==> src/logic/uht_pkg.sv <==
// uht_pkg: shared constants and carriers for the endpoint halt and token status block
// assumes: one 100 MHz clock, AHB-Lite register access, 32-bit data bus
package uht_pkg;

  // bus and register widths
  localparam int DW     = 32;
  localparam int AW     = 8;
  localparam int RW     = 8;
  localparam int NEP    = 5;
  localparam int EPW    = 3;
  localparam int ADRW   = 7;
  localparam int NTF    = 3;
  localparam int NIRQ   = 5;

  // register byte offsets
  localparam logic [AW-1:0] OFS_HALT  = 8'h24;
  localparam logic [AW-1:0] OFS_TOKEN = 8'h28;
  localparam logic [AW-1:0] OFS_ADDR  = 8'h2c;
  localparam logic [AW-1:0] OFS_ISTAT = 8'h30;
  localparam logic [AW-1:0] OFS_IMASK = 8'h34;

  // token status field positions
  localparam int TB_DEFER = 0;
  localparam int TB_ERR   = 1;
  localparam int TB_OUT   = 2;
  localparam int TB_IN    = 3;
  localparam int TB_NAK   = 4;
  localparam int TB_PACKET_CHECK_FAIL_FLAG  = 5;
  localparam int TB_TACTN = 6;
  localparam int TB_NMASK = 7;

  // bit order of the small flag bank inside token status
  localparam int TF_ERR  = 0;
  localparam int TF_OUT  = 1;
  localparam int TF_PACKET_CHECK_FAIL_FLAG = 2;

  // interrupt status and mask layout
  localparam int IB_NAK   = 0;
  localparam int IB_ERR   = 1;
  localparam int IB_OUT   = 2;
  localparam int IB_PACKET_CHECK_FAIL_FLAG  = 3;
  localparam int IB_SETUP = 4;

  // address register layout: wake enable in bit 0, address above it
  localparam int AB_WAKE = 0;
  localparam int AB_LSB  = 1;

  // reset values
  localparam logic [NEP-1:0]  HALT_RST = 5'h00;
  localparam logic [NTF-1:0]  TF_RST   = 3'h0;
  localparam logic [NIRQ-1:0] IRQ_RST  = 5'h00;
  localparam logic [RW-1:0]   ADDR_RST = 8'h00;
  localparam logic [ADRW-1:0] DADR_RST = 7'h00;
  localparam logic            TACTN_RST = 1'b1;
  localparam logic [DW-1:0]   RD_ZERO  = 32'h0000_0000;

  // AHB response codes
  localparam logic HRESP_OKAY = 1'b0;

  // events and levels coming from the serial engine
  typedef struct packed {
    logic           busReset;        // usb bus reset seen, level
    logic           setupToken;      // valid setup token received, pulse
    logic           tokenStart;      // a new token packet begins, pulse
    logic           outToken;        // out token received, pulse
    logic           outZeroLen;      // qualifies outToken: zero length data
    logic           inToken;         // current token is an in token, level
    logic           nakSent;         // nak handshake sent, pulse
    logic           ep0Err;          // ep0 buffer access error, pulse
    logic           crcErr;          // crc error, pulse
    logic           pidErr;          // pid check error, pulse
    logic           tokenIncomplete; // truncated token, pulse
    logic           tokenActive;     // token packet in progress, level
    logic           inDone;          // host acked in data, pulse
    logic [EPW-1:0] tokenEp;         // endpoint of the current token
  } uht_sie_evt_t;

  // controls handed back to the serial engine
  typedef struct packed {
    logic [ADRW-1:0] deviceAddress;  // address the engine answers to
    logic [NEP-1:0]  haltBits;       // halted endpoints
    logic            stallReply;     // answer current token with stall
  } uht_sie_ctl_t;

endpackage

==> src/logic/uht_flag_bank.sv <==
// uht_flag_bank: a bank of flags that hardware sets and software loads or clears
// assumes: set, clr and load come from the same clock domain
`timescale 1ns/10ps
`default_nettype none
module uht_flag_bank #(
  parameter int             W   = 1,
  parameter logic [W-1:0]   RST = '0
) (
  // clock and reset
  input  wire logic         clk,
  input  wire logic         rstn,
  // control
  input  wire logic [W-1:0] set,      // hardware set, wins over everything
  input  wire logic [W-1:0] clr,      // clear, wins over a load
  input  wire logic         load,     // software write of the whole bank
  input  wire logic [W-1:0] loadVal,  // value written
  // state
  output logic      [W-1:0] q
);

  logic [W-1:0] next_q;  // next flag values

  // set beats clear so an event in the clearing cycle survives
  always_comb begin
    next_q = ((load ? loadVal : q) & ~clr) | set;
  end

  // register the flags
  always_ff @(posedge clk or negedge rstn) begin
    if (!rstn) begin
      q <= RST;
    end else begin
      q <= next_q;
    end
  end

endmodule
`default_nettype wire

==> src/logic/uht_token_regs.sv <==
// uht_token_regs: endpoint halt and token status registers behind an AHB-Lite slave
// assumes: serial engine events arrive synchronous to clk; single word transfers only
//
// Summary of operation
// - halt bits cleared by bus reset, setup
// - halt bits five to seven read zero
// - deferred mode: address adopted after in done
// - immediate mode: address adopted on write
// - ep0 buffer error flag set, firmware clears
// - out flag set, except zero length out
// - out flag cleared by firmware or setup
// - read-only bit shows in token
// - read-only bit shows nak sent
// - packet check fail on crc, pid, truncation
// - token active flag low active, resets one
// - nak mask suppresses nak interrupt
//
// Design decision made here: the AHB-Lite slave port.
`timescale 1ns/10ps
`default_nettype none
module uht_token_regs (
  // clock and reset
  input  wire logic                      clk,
  input  wire logic                      rstn,
  // ahb-lite slave
  input  wire logic                      hsel,
  input  wire logic [uht_pkg::AW-1:0]    haddr,
  input  wire logic [1:0]                htrans,
  input  wire logic                      hwrite,
  input  wire logic [2:0]                hsize,
  input  wire logic [uht_pkg::DW-1:0]    hwdata,
  input  wire logic                      hready,
  output logic                           hreadyout,
  output logic                           hresp,
  output logic [uht_pkg::DW-1:0]         hrdata,
  // serial engine
  input  wire uht_pkg::uht_sie_evt_t     sieEvt,
  output uht_pkg::uht_sie_ctl_t          sieCtl,
  // interrupt
  output logic                           irq
);

  // bus pipeline state
  logic                    wrPend;       // write data phase in progress
  logic                    rdPend;       // read data phase in progress
  logic [uht_pkg::AW-1:0]  addrQ;        // latched address
  logic                    next_wrPend;
  logic                    next_rdPend;
  logic [uht_pkg::AW-1:0]  next_addrQ;
  logic                    next_hreadyout;
  logic [uht_pkg::DW-1:0]  next_hrdata;
  logic                    accept;       // address phase taken

  // write strobes decoded in the data phase
  logic                    wrHalt;
  logic                    wrTok;
  logic                    wrAddr;
  logic                    wrIstat;
  logic                    wrImask;
  logic [uht_pkg::RW-1:0]  wdat;         // low byte of write data

  // register state
  logic [uht_pkg::NEP-1:0]  halt;        // endpoint halt bits
  logic [uht_pkg::NTF-1:0]  tokFlags;    // err, out, packet_check_fail_flag
  logic [uht_pkg::NIRQ-1:0] istat;       // sticky interrupt status
  logic [uht_pkg::NIRQ-1:0] imask;       // interrupt mask
  logic                     deferAddr;   // deferred address update
  logic                     nakMask;     // nak interrupt mask
  logic                     inFlag;      // current token is in
  logic                     nakFlag;     // nak sent
  logic                     tokActN;     // token active, low active
  logic [uht_pkg::RW-1:0]   addrReg;     // device address register
  logic                     next_deferAddr;
  logic                     next_nakMask;
  logic                     next_inFlag;
  logic                     next_nakFlag;
  logic                     next_tokActN;
  logic [uht_pkg::NIRQ-1:0] next_imask;
  logic [uht_pkg::RW-1:0]   next_addrReg;

  // serial engine controls and interrupt output
  uht_pkg::uht_sie_ctl_t    next_sieCtl;
  logic                     next_irq;

  // flag bank inputs
  logic [uht_pkg::NEP-1:0]  haltClr;
  logic [uht_pkg::NTF-1:0]  tfSet;
  logic [uht_pkg::NTF-1:0]  tfClr;
  logic [uht_pkg::NTF-1:0]  tfLoad;
  logic [uht_pkg::NIRQ-1:0] irqSet;
  logic [uht_pkg::NIRQ-1:0] irqClr;
  logic [uht_pkg::RW-1:0]   tokRead;     // token status as read

  // address phase accepted when selected, non-idle and bus ready
  assign accept = hsel & htrans[1] & hready;
  assign wdat   = hwdata[uht_pkg::RW-1:0];

  // write decode, one strobe per register
  always_comb begin
    wrHalt  = 1'b0;
    wrTok   = 1'b0;
    wrAddr  = 1'b0;
    wrIstat = 1'b0;
    wrImask = 1'b0;
    if (!wrPend) begin
      // no write this cycle
    end else if (addrQ == uht_pkg::OFS_HALT) begin
      wrHalt = 1'b1;
    end else if (addrQ == uht_pkg::OFS_TOKEN) begin
      wrTok = 1'b1;
    end else if (addrQ == uht_pkg::OFS_ADDR) begin
      wrAddr = 1'b1;
    end else if (addrQ == uht_pkg::OFS_ISTAT) begin
      wrIstat = 1'b1;
    end else if (addrQ == uht_pkg::OFS_IMASK) begin
      wrImask = 1'b1;
    end
  end

  // halt bits: firmware writes them, reset and setup clear them
  assign haltClr = (sieEvt.busReset | sieEvt.setupToken) ? '1 : '0;
  uht_flag_bank #(
    .W   (uht_pkg::NEP),
    .RST (uht_pkg::HALT_RST)
  ) u_halt (
    .clk     (clk),
    .rstn    (rstn),
    .set     ('0),
    .clr     (haltClr),
    .load    (wrHalt),
    .loadVal (wdat[uht_pkg::NEP-1:0]),
    .q       (halt)
  );

  // token flags: engine sets, firmware write loads, setup clears out flag
  always_comb begin
    tfSet = '0;
    tfClr = '0;
    if (!sieEvt.busReset) begin
      tfSet[uht_pkg::TF_ERR]  = sieEvt.ep0Err;
      tfSet[uht_pkg::TF_OUT]  = sieEvt.outToken & ~sieEvt.outZeroLen;
      tfSet[uht_pkg::TF_PACKET_CHECK_FAIL_FLAG] = sieEvt.crcErr | sieEvt.pidErr
                              | sieEvt.tokenIncomplete;
      tfClr[uht_pkg::TF_OUT]  = sieEvt.setupToken;
    end else begin
      tfClr = '1;
    end
    tfLoad                   = '0;
    tfLoad[uht_pkg::TF_ERR]  = wdat[uht_pkg::TB_ERR];
    tfLoad[uht_pkg::TF_OUT]  = wdat[uht_pkg::TB_OUT];
    tfLoad[uht_pkg::TF_PACKET_CHECK_FAIL_FLAG] = wdat[uht_pkg::TB_PACKET_CHECK_FAIL_FLAG];
  end

  // firmware clears the flags by writing zero
  uht_flag_bank #(
    .W   (uht_pkg::NTF),
    .RST (uht_pkg::TF_RST)
  ) u_tok (
    .clk     (clk),
    .rstn    (rstn),
    .set     (tfSet),
    .clr     (tfClr),
    .load    (wrTok),
    .loadVal (tfLoad),
    .q       (tokFlags)
  );

  // interrupt events; a masked nak never reaches the status
  always_comb begin
    irqSet = '0;
    if (!sieEvt.busReset) begin
      irqSet[uht_pkg::IB_NAK]   = sieEvt.nakSent & ~nakMask;
      irqSet[uht_pkg::IB_ERR]   = tfSet[uht_pkg::TF_ERR];
      irqSet[uht_pkg::IB_OUT]   = tfSet[uht_pkg::TF_OUT];
      irqSet[uht_pkg::IB_PACKET_CHECK_FAIL_FLAG]  = tfSet[uht_pkg::TF_PACKET_CHECK_FAIL_FLAG];
      irqSet[uht_pkg::IB_SETUP] = sieEvt.setupToken;
    end
    irqClr = wrIstat ? wdat[uht_pkg::NIRQ-1:0] : '0;
  end

  // sticky status, write one to clear
  uht_flag_bank #(
    .W   (uht_pkg::NIRQ),
    .RST (uht_pkg::IRQ_RST)
  ) u_irq (
    .clk     (clk),
    .rstn    (rstn),
    .set     (irqSet),
    .clr     (irqClr),
    .load    (1'b0),
    .loadVal ('0),
    .q       (istat)
  );

  // plain control bits and read-only token state
  always_comb begin
    next_deferAddr = deferAddr;
    next_nakMask   = nakMask;
    next_imask     = imask;
    next_addrReg   = addrReg;
    next_inFlag    = sieEvt.inToken;
    next_tokActN   = ~sieEvt.tokenActive;
    next_nakFlag   = nakFlag;
    if (sieEvt.tokenStart) begin
      next_nakFlag = 1'b0;
    end
    if (sieEvt.nakSent) begin
      next_nakFlag = 1'b1;
    end
    if (wrTok) begin
      next_deferAddr = wdat[uht_pkg::TB_DEFER];
      next_nakMask   = wdat[uht_pkg::TB_NMASK];
    end
    if (wrImask) begin
      next_imask = wdat[uht_pkg::NIRQ-1:0];
    end
    if (wrAddr) begin
      next_addrReg = wdat;
    end
    if (sieEvt.busReset) begin
      next_deferAddr = 1'b0;
      next_nakMask   = 1'b0;
      next_nakFlag   = 1'b0;
      next_inFlag    = 1'b0;
      next_tokActN   = uht_pkg::TACTN_RST;
      next_addrReg   = uht_pkg::ADDR_RST;
    end
  end

  // register control bits
  always_ff @(posedge clk or negedge rstn) begin
    if (!rstn) begin
      deferAddr <= 1'b0;
      nakMask   <= 1'b0;
      imask     <= uht_pkg::IRQ_RST;
      addrReg   <= uht_pkg::ADDR_RST;
      inFlag    <= 1'b0;
      nakFlag   <= 1'b0;
      tokActN   <= uht_pkg::TACTN_RST;
    end else begin
      deferAddr <= next_deferAddr;
      nakMask   <= next_nakMask;
      imask     <= next_imask;
      addrReg   <= next_addrReg;
      inFlag    <= next_inFlag;
      nakFlag   <= next_nakFlag;
      tokActN   <= next_tokActN;
    end
  end

  // controls to the engine: active address, halt copy, stall answer
  always_comb begin
    next_sieCtl          = sieCtl;
    next_sieCtl.haltBits = halt;
    if (sieEvt.busReset) begin
      next_sieCtl.deviceAddress = uht_pkg::DADR_RST;
    end else if (wrAddr && !deferAddr) begin
      // immediate mode takes the written address
      next_sieCtl.deviceAddress = wdat[uht_pkg::RW-1:uht_pkg::AB_LSB];
    end else if (sieEvt.inDone && deferAddr) begin
      // deferred mode waits for a completed in transfer
      next_sieCtl.deviceAddress = addrReg[uht_pkg::RW-1:uht_pkg::AB_LSB];
    end
    // stall only for an implemented endpoint inside an active token
    next_sieCtl.stallReply = 1'b0;
    if (sieEvt.tokenActive && (sieEvt.tokenEp < uht_pkg::EPW'(uht_pkg::NEP))) begin
      next_sieCtl.stallReply = halt[sieEvt.tokenEp];
    end
    next_irq = |(istat & imask);
  end

  // register engine controls and interrupt
  always_ff @(posedge clk or negedge rstn) begin
    if (!rstn) begin
      sieCtl.deviceAddress <= uht_pkg::DADR_RST;
      sieCtl.haltBits      <= uht_pkg::HALT_RST;
      sieCtl.stallReply    <= 1'b0;
      irq                  <= 1'b0;
    end else begin
      sieCtl <= next_sieCtl;
      irq    <= next_irq;
    end
  end

  // token status as software sees it
  always_comb begin
    tokRead                   = '0;
    tokRead[uht_pkg::TB_DEFER] = deferAddr;
    tokRead[uht_pkg::TB_ERR]   = tokFlags[uht_pkg::TF_ERR];
    tokRead[uht_pkg::TB_OUT]   = tokFlags[uht_pkg::TF_OUT];
    tokRead[uht_pkg::TB_IN]    = inFlag;
    tokRead[uht_pkg::TB_NAK]   = nakFlag;
    tokRead[uht_pkg::TB_PACKET_CHECK_FAIL_FLAG]  = tokFlags[uht_pkg::TF_PACKET_CHECK_FAIL_FLAG];
    tokRead[uht_pkg::TB_TACTN] = tokActN;
    tokRead[uht_pkg::TB_NMASK] = nakMask;
  end

  // bus sequencing: reads take one wait state so data reflect last write
  always_comb begin
    next_wrPend    = accept & hwrite;
    next_rdPend    = accept & ~hwrite;
    next_addrQ     = accept ? haddr : addrQ;
    next_hreadyout = ~(accept & ~hwrite);
    next_hrdata    = hrdata;
    if (!rdPend) begin
      // keep last read data
    end else if (addrQ == uht_pkg::OFS_HALT) begin
      // unused upper halt bits read zero
      next_hrdata = uht_pkg::DW'(halt);
    end else if (addrQ == uht_pkg::OFS_TOKEN) begin
      next_hrdata = uht_pkg::DW'(tokRead);
    end else if (addrQ == uht_pkg::OFS_ADDR) begin
      next_hrdata = uht_pkg::DW'(addrReg);
    end else if (addrQ == uht_pkg::OFS_ISTAT) begin
      next_hrdata = uht_pkg::DW'(istat);
    end else if (addrQ == uht_pkg::OFS_IMASK) begin
      next_hrdata = uht_pkg::DW'(imask);
    end else begin
      next_hrdata = uht_pkg::RD_ZERO;
    end
  end

  // register bus state
  always_ff @(posedge clk or negedge rstn) begin
    if (!rstn) begin
      wrPend    <= 1'b0;
      rdPend    <= 1'b0;
      addrQ     <= '0;
      hreadyout <= 1'b1;
      hresp     <= uht_pkg::HRESP_OKAY;
      hrdata    <= uht_pkg::RD_ZERO;
    end else begin
      wrPend    <= next_wrPend;
      rdPend    <= next_rdPend;
      addrQ     <= next_addrQ;
      hreadyout <= next_hreadyout;
      hresp     <= uht_pkg::HRESP_OKAY;
      hrdata    <= next_hrdata;
    end
  end

endmodule
`default_nettype wire

==> config.mk <==
export PLATFORM = sky130hd
export DESIGN_NAME = uht_token_regs
export DESIGN_NICKNAME = d
export VERILOG_FILES = /design/src/logic/uht_pkg.sv /design/src/logic/uht_flag_bank.sv /design/src/logic/uht_token_regs.sv
export SDC_FILE = /design/constraint.sdc
export NUM_CORES = 1
export LEC_CHECK = 0
export ABC_CLOCK_PERIOD_IN_PS = 3000
export BUFFER_PORTS_ARGS = -buffer_cell sky130_fd_sc_hd__clkbuf_2
export CAP_MARGIN = 30
export CORE_ASPECT_RATIO = 1.75
export CORE_UTILIZATION = 45
export DETAILED_ROUTE_END_ITERATION = 16
export GPL_TIMING_DRIVEN = 0
export PLACE_DENSITY_LB_ADDON = 0.1
export RECOVER_POWER = 50
export SYNTH_ARGS = -nofsm -noshare
export SYNTH_HDL_FRONTEND = slang
export SYNTH_SLANG_ARGS = --single-unit
==> constraint.sdc <==
create_clock -name clk -period 3 [get_ports clk]
set_clock_uncertainty 0.05 [all_clocks]
set_input_delay 0.15 -clock clk [delete_from_list [all_inputs] [get_ports clk]]
set_output_delay 0.15 -clock clk [all_outputs]
set_load 0.01 [all_outputs]
==> results.md <==
- Startpoint Class: flop
- Filler instances: 640
- Critical path's slowest cell: clkbuf_1
- Post-Synth Adder-Cell Area: 0%
- CP Data Required Time: 3.15 ns
- Post-synthesis xor/xnor area fraction: 0%
- Post-synth top area share: 48.1%
- Ys Warns: 0
- Drt initial violations: 162
- DRC viols: 0
- DR top layer: met4
- RSZ-0062 raised after global routing: false
- GRT Total Usage: 21.7%
- Leak Pwr: 1.96 nW
- Synth Area per Inst: 11.1 um^2
- GP Congestion: 0.846
- MaxCap Viol Count: 1
- Via count: 2,413
- Drt total wl: 7420 um
- Buf/Inv on CP: 2
- Initial core utilization: 46.7%
- Clk pwr share: 47.4%
- CP max stage delay: 0.46 ns
- Routed metal-1 wire length: 2870 um
- Wirelength per Cell: 15.5 um
- CTS sink cnt: 64
- Combinational Power Share: 12.8%
- Final Setup Violations: 0
- Critical Path AT: 1.96 ns
- Crit path max-delay family: buffers and inverters
- NumNets Final: 456
- Pint: 1.78 mW
- WHS: 0.00228 ns
- Post-Synth Simple-Gate Area: 14.2%
- Die Width: 66 um
- Dpl hpwl: 5600 um
- Seq/Total Area, Yosys: 49.7%
- Clk_lat worst skew: 0.33 ns
- Tmin final: 1.81 ns
- Yosys reg bits: 64
- Pwr Total: 2.33 mW
- Fmax: 0.551 GHz
- Setup TNS: 0 ns
- Cell count after synthesis: 290
- CTS clk-pin slew, worst paths: 0.05 ns
- Cell area power density: 574 nW/um^2
- First-pass GRT wire length: 11,900 um
- Synth Area in Compound Gates: 12.7%
- Clock Tree Buf Depth: 2
- Post-synth EDFFs: 0
- Largest family of logic cells by synthesized area: simple AND/OR/NAND/NOR gates
- Cell variety after synth: 51
- P_sw: 554 uW
- Io pins: 114
- Cts repair resizes: 0
- Root Driver: clkbuf_16
- Period utilisation layout: 60.4%
- Synth-to-Final Area Change: 25.8%
- Worst slew pin tran: 1.58 ns
- Critical path class: flop to flop
- Cell area after synthesis: 3230 um^2
- Total die area: 7520 um^2
- Vias in the first global route: 2,445
- Most common cell in the netlist: dfrtp_1
- Critical path capture point type: flop
- Mux share of post-synthesis cell area: 12.3%
- Gr ovfl total: 0
- Met2 wire length: 3980 um
- Drt first pass iters: 4
- Area of the multi-input gates: 1360 um^2
- # Post-CTS Setup Buffers: 0
- Largest net degree at the start of global routing: 65
- Sequential share of power: 39.9%
- CP max FO: 10
- Final hold violations: 0
- Via density: 5.04
- Largest cells by area after synthesis: dfrtp_1, mux2i_1, buf_4, mux2_2, a211oi_2
- ANT cells: 0
- Most used DFF post-synth: dfrtp_1
- Reg area: 1600 um^2
- Core footprint: 6910 um^2
- Outcome: finished with violations
- Metal3 WL: 350 um
- CTS Buf Count: 9
- Port Buffers: 59
- Async SR Flop Fraction: 100%
- Max-slew headroom: -5.29%
- Layout Cells excl Fill: 479
- Hold_buf cts: 6
- Antenna viol nets, final: 0
- Die Height: 114 um
- Area leader, netlist: dfrtp_1
- Synth top cells by count: dfrtp_1, buf_4, nor2_1, mux2i_1
- Rows: 40
- Maximum VDD drop: 0.000402 V
- Worst-path cell chain: clkbuf_1 -> and4_1 -> buf_4 -> mux2i_1 -> nor2_1
- CTS tree: done
- Placed Cells: 457
- Failing checks: max-capacitance violations, max-slew violations
- H-tree Lvls: 3
- Switching share of total power: 23.8%
- Layout cells sized above 1: 28.1%
- Final Max Slew Viols: 65
- Hold WC Path Type: input port to flop
- Initial antenna violation count: 0
## layout make-up
class	instances	share of cell area [%]
flip-flops and latches	64	39.5
multi-input cells	192	33.5
repair buffers	65	8.02
plain buffers	41	7.00
clock buffers	13	6.17
well taps	84	2.59
clock inverters	3	1.60
inverters	17	1.57
## through the flow
stage          area, um^2  util (%)  setup slack, ns
2_1_floorplan        3320         -             1.46
3_3_place_gp         3720      53.8             1.24
3_5_place_dp         3720      53.8             1.23
4_1_cts              4090      59.3             1.22
5_1_grt              4060      58.8            0.951
6_report             4060      58.8             1.19
## power groups by stage
| stage | sequential (mW) | clock (mW) | combinational (mW) |
|---|---|---|---|
| floorplan | 0.937 | 0 | 0.198 |
| global placement | 0.942 | 0 | 0.292 |
| detailed placement | 0.943 | 0 | 0.296 |
| CTS | 0.928 | 1.12 | 0.303 |
| global route | 0.933 | 1.16 | 0.329 |
| finish | 0.929 | 1.10 | 0.297 |
## placed cells by master (no fill, tap or decap), types with 3 or more instances in the layout
cell,Yosys,routed
buf_6,4,4
nand2b_1,3,3
a21oi_1,17,17
dfrtp_1,62,62
clkbuf_2,0,35
and2b_1,3,3
a22o_1,3,3
o221ai_1,4,4
mux2_4,5,5
a221oi_1,5,5
dlygate4sd3_1,0,6
nand3_1,11,11
mux2_2,8,8
mux2i_1,21,21
clkbuf_1,3,34
clkbuf_16,0,9
conb_1,1,25
buf_4,26,26
inv_1,17,17
nand3b_1,5,5
nor3_1,4,4
o2111ai_1,5,5
a211oi_2,7,7
nand2_1,13,13
nor2_1,22,22
o22ai_1,3,3
## logic make-up after synthesis
group	after synthesis
DFF	64
muxes	35
buffers and inverters	58
other	1
and+or+nand+nor	79
AOI/OAI and AO/OA	53
## per-layer routing
metal | GRT usage, % | vias to the layer above
met5 | 0 | -
met4 | 10.2 | 0
met3 | 5.60 | 17
met2 | 37.4 | 74
met1 | 24.4 | 1137
li1 | - | 1185
## flip-flops by register name, summed over array words and instances, names as in the netlist, 3 cells and up
register,cells
imask,5
u_halt.q,5
u_irq.q,5
u_tok.q,3
addrReg,8
sieCtl,13
hrdata,8
addrQ,8
## worst paths after layout
kind                              from          to  slack, ns  cells past startpoint
max reg2reg                   addrQ[2]  addrReg[6]       1.19                      5
min                           haddr[0]    addrQ[0]      0.002                      2
min reg2reg                u_halt.q[3]   sieCtl[4]       0.38                      0
max in group asynchronous         rstn  u_tok.q[2]       1.26                      2
min in group asynchronous         rstn   sieCtl[5]       0.71                      2
max                           addrQ[2]  addrReg[6]       1.19                      5
Power figures use the tool's default switching activity.
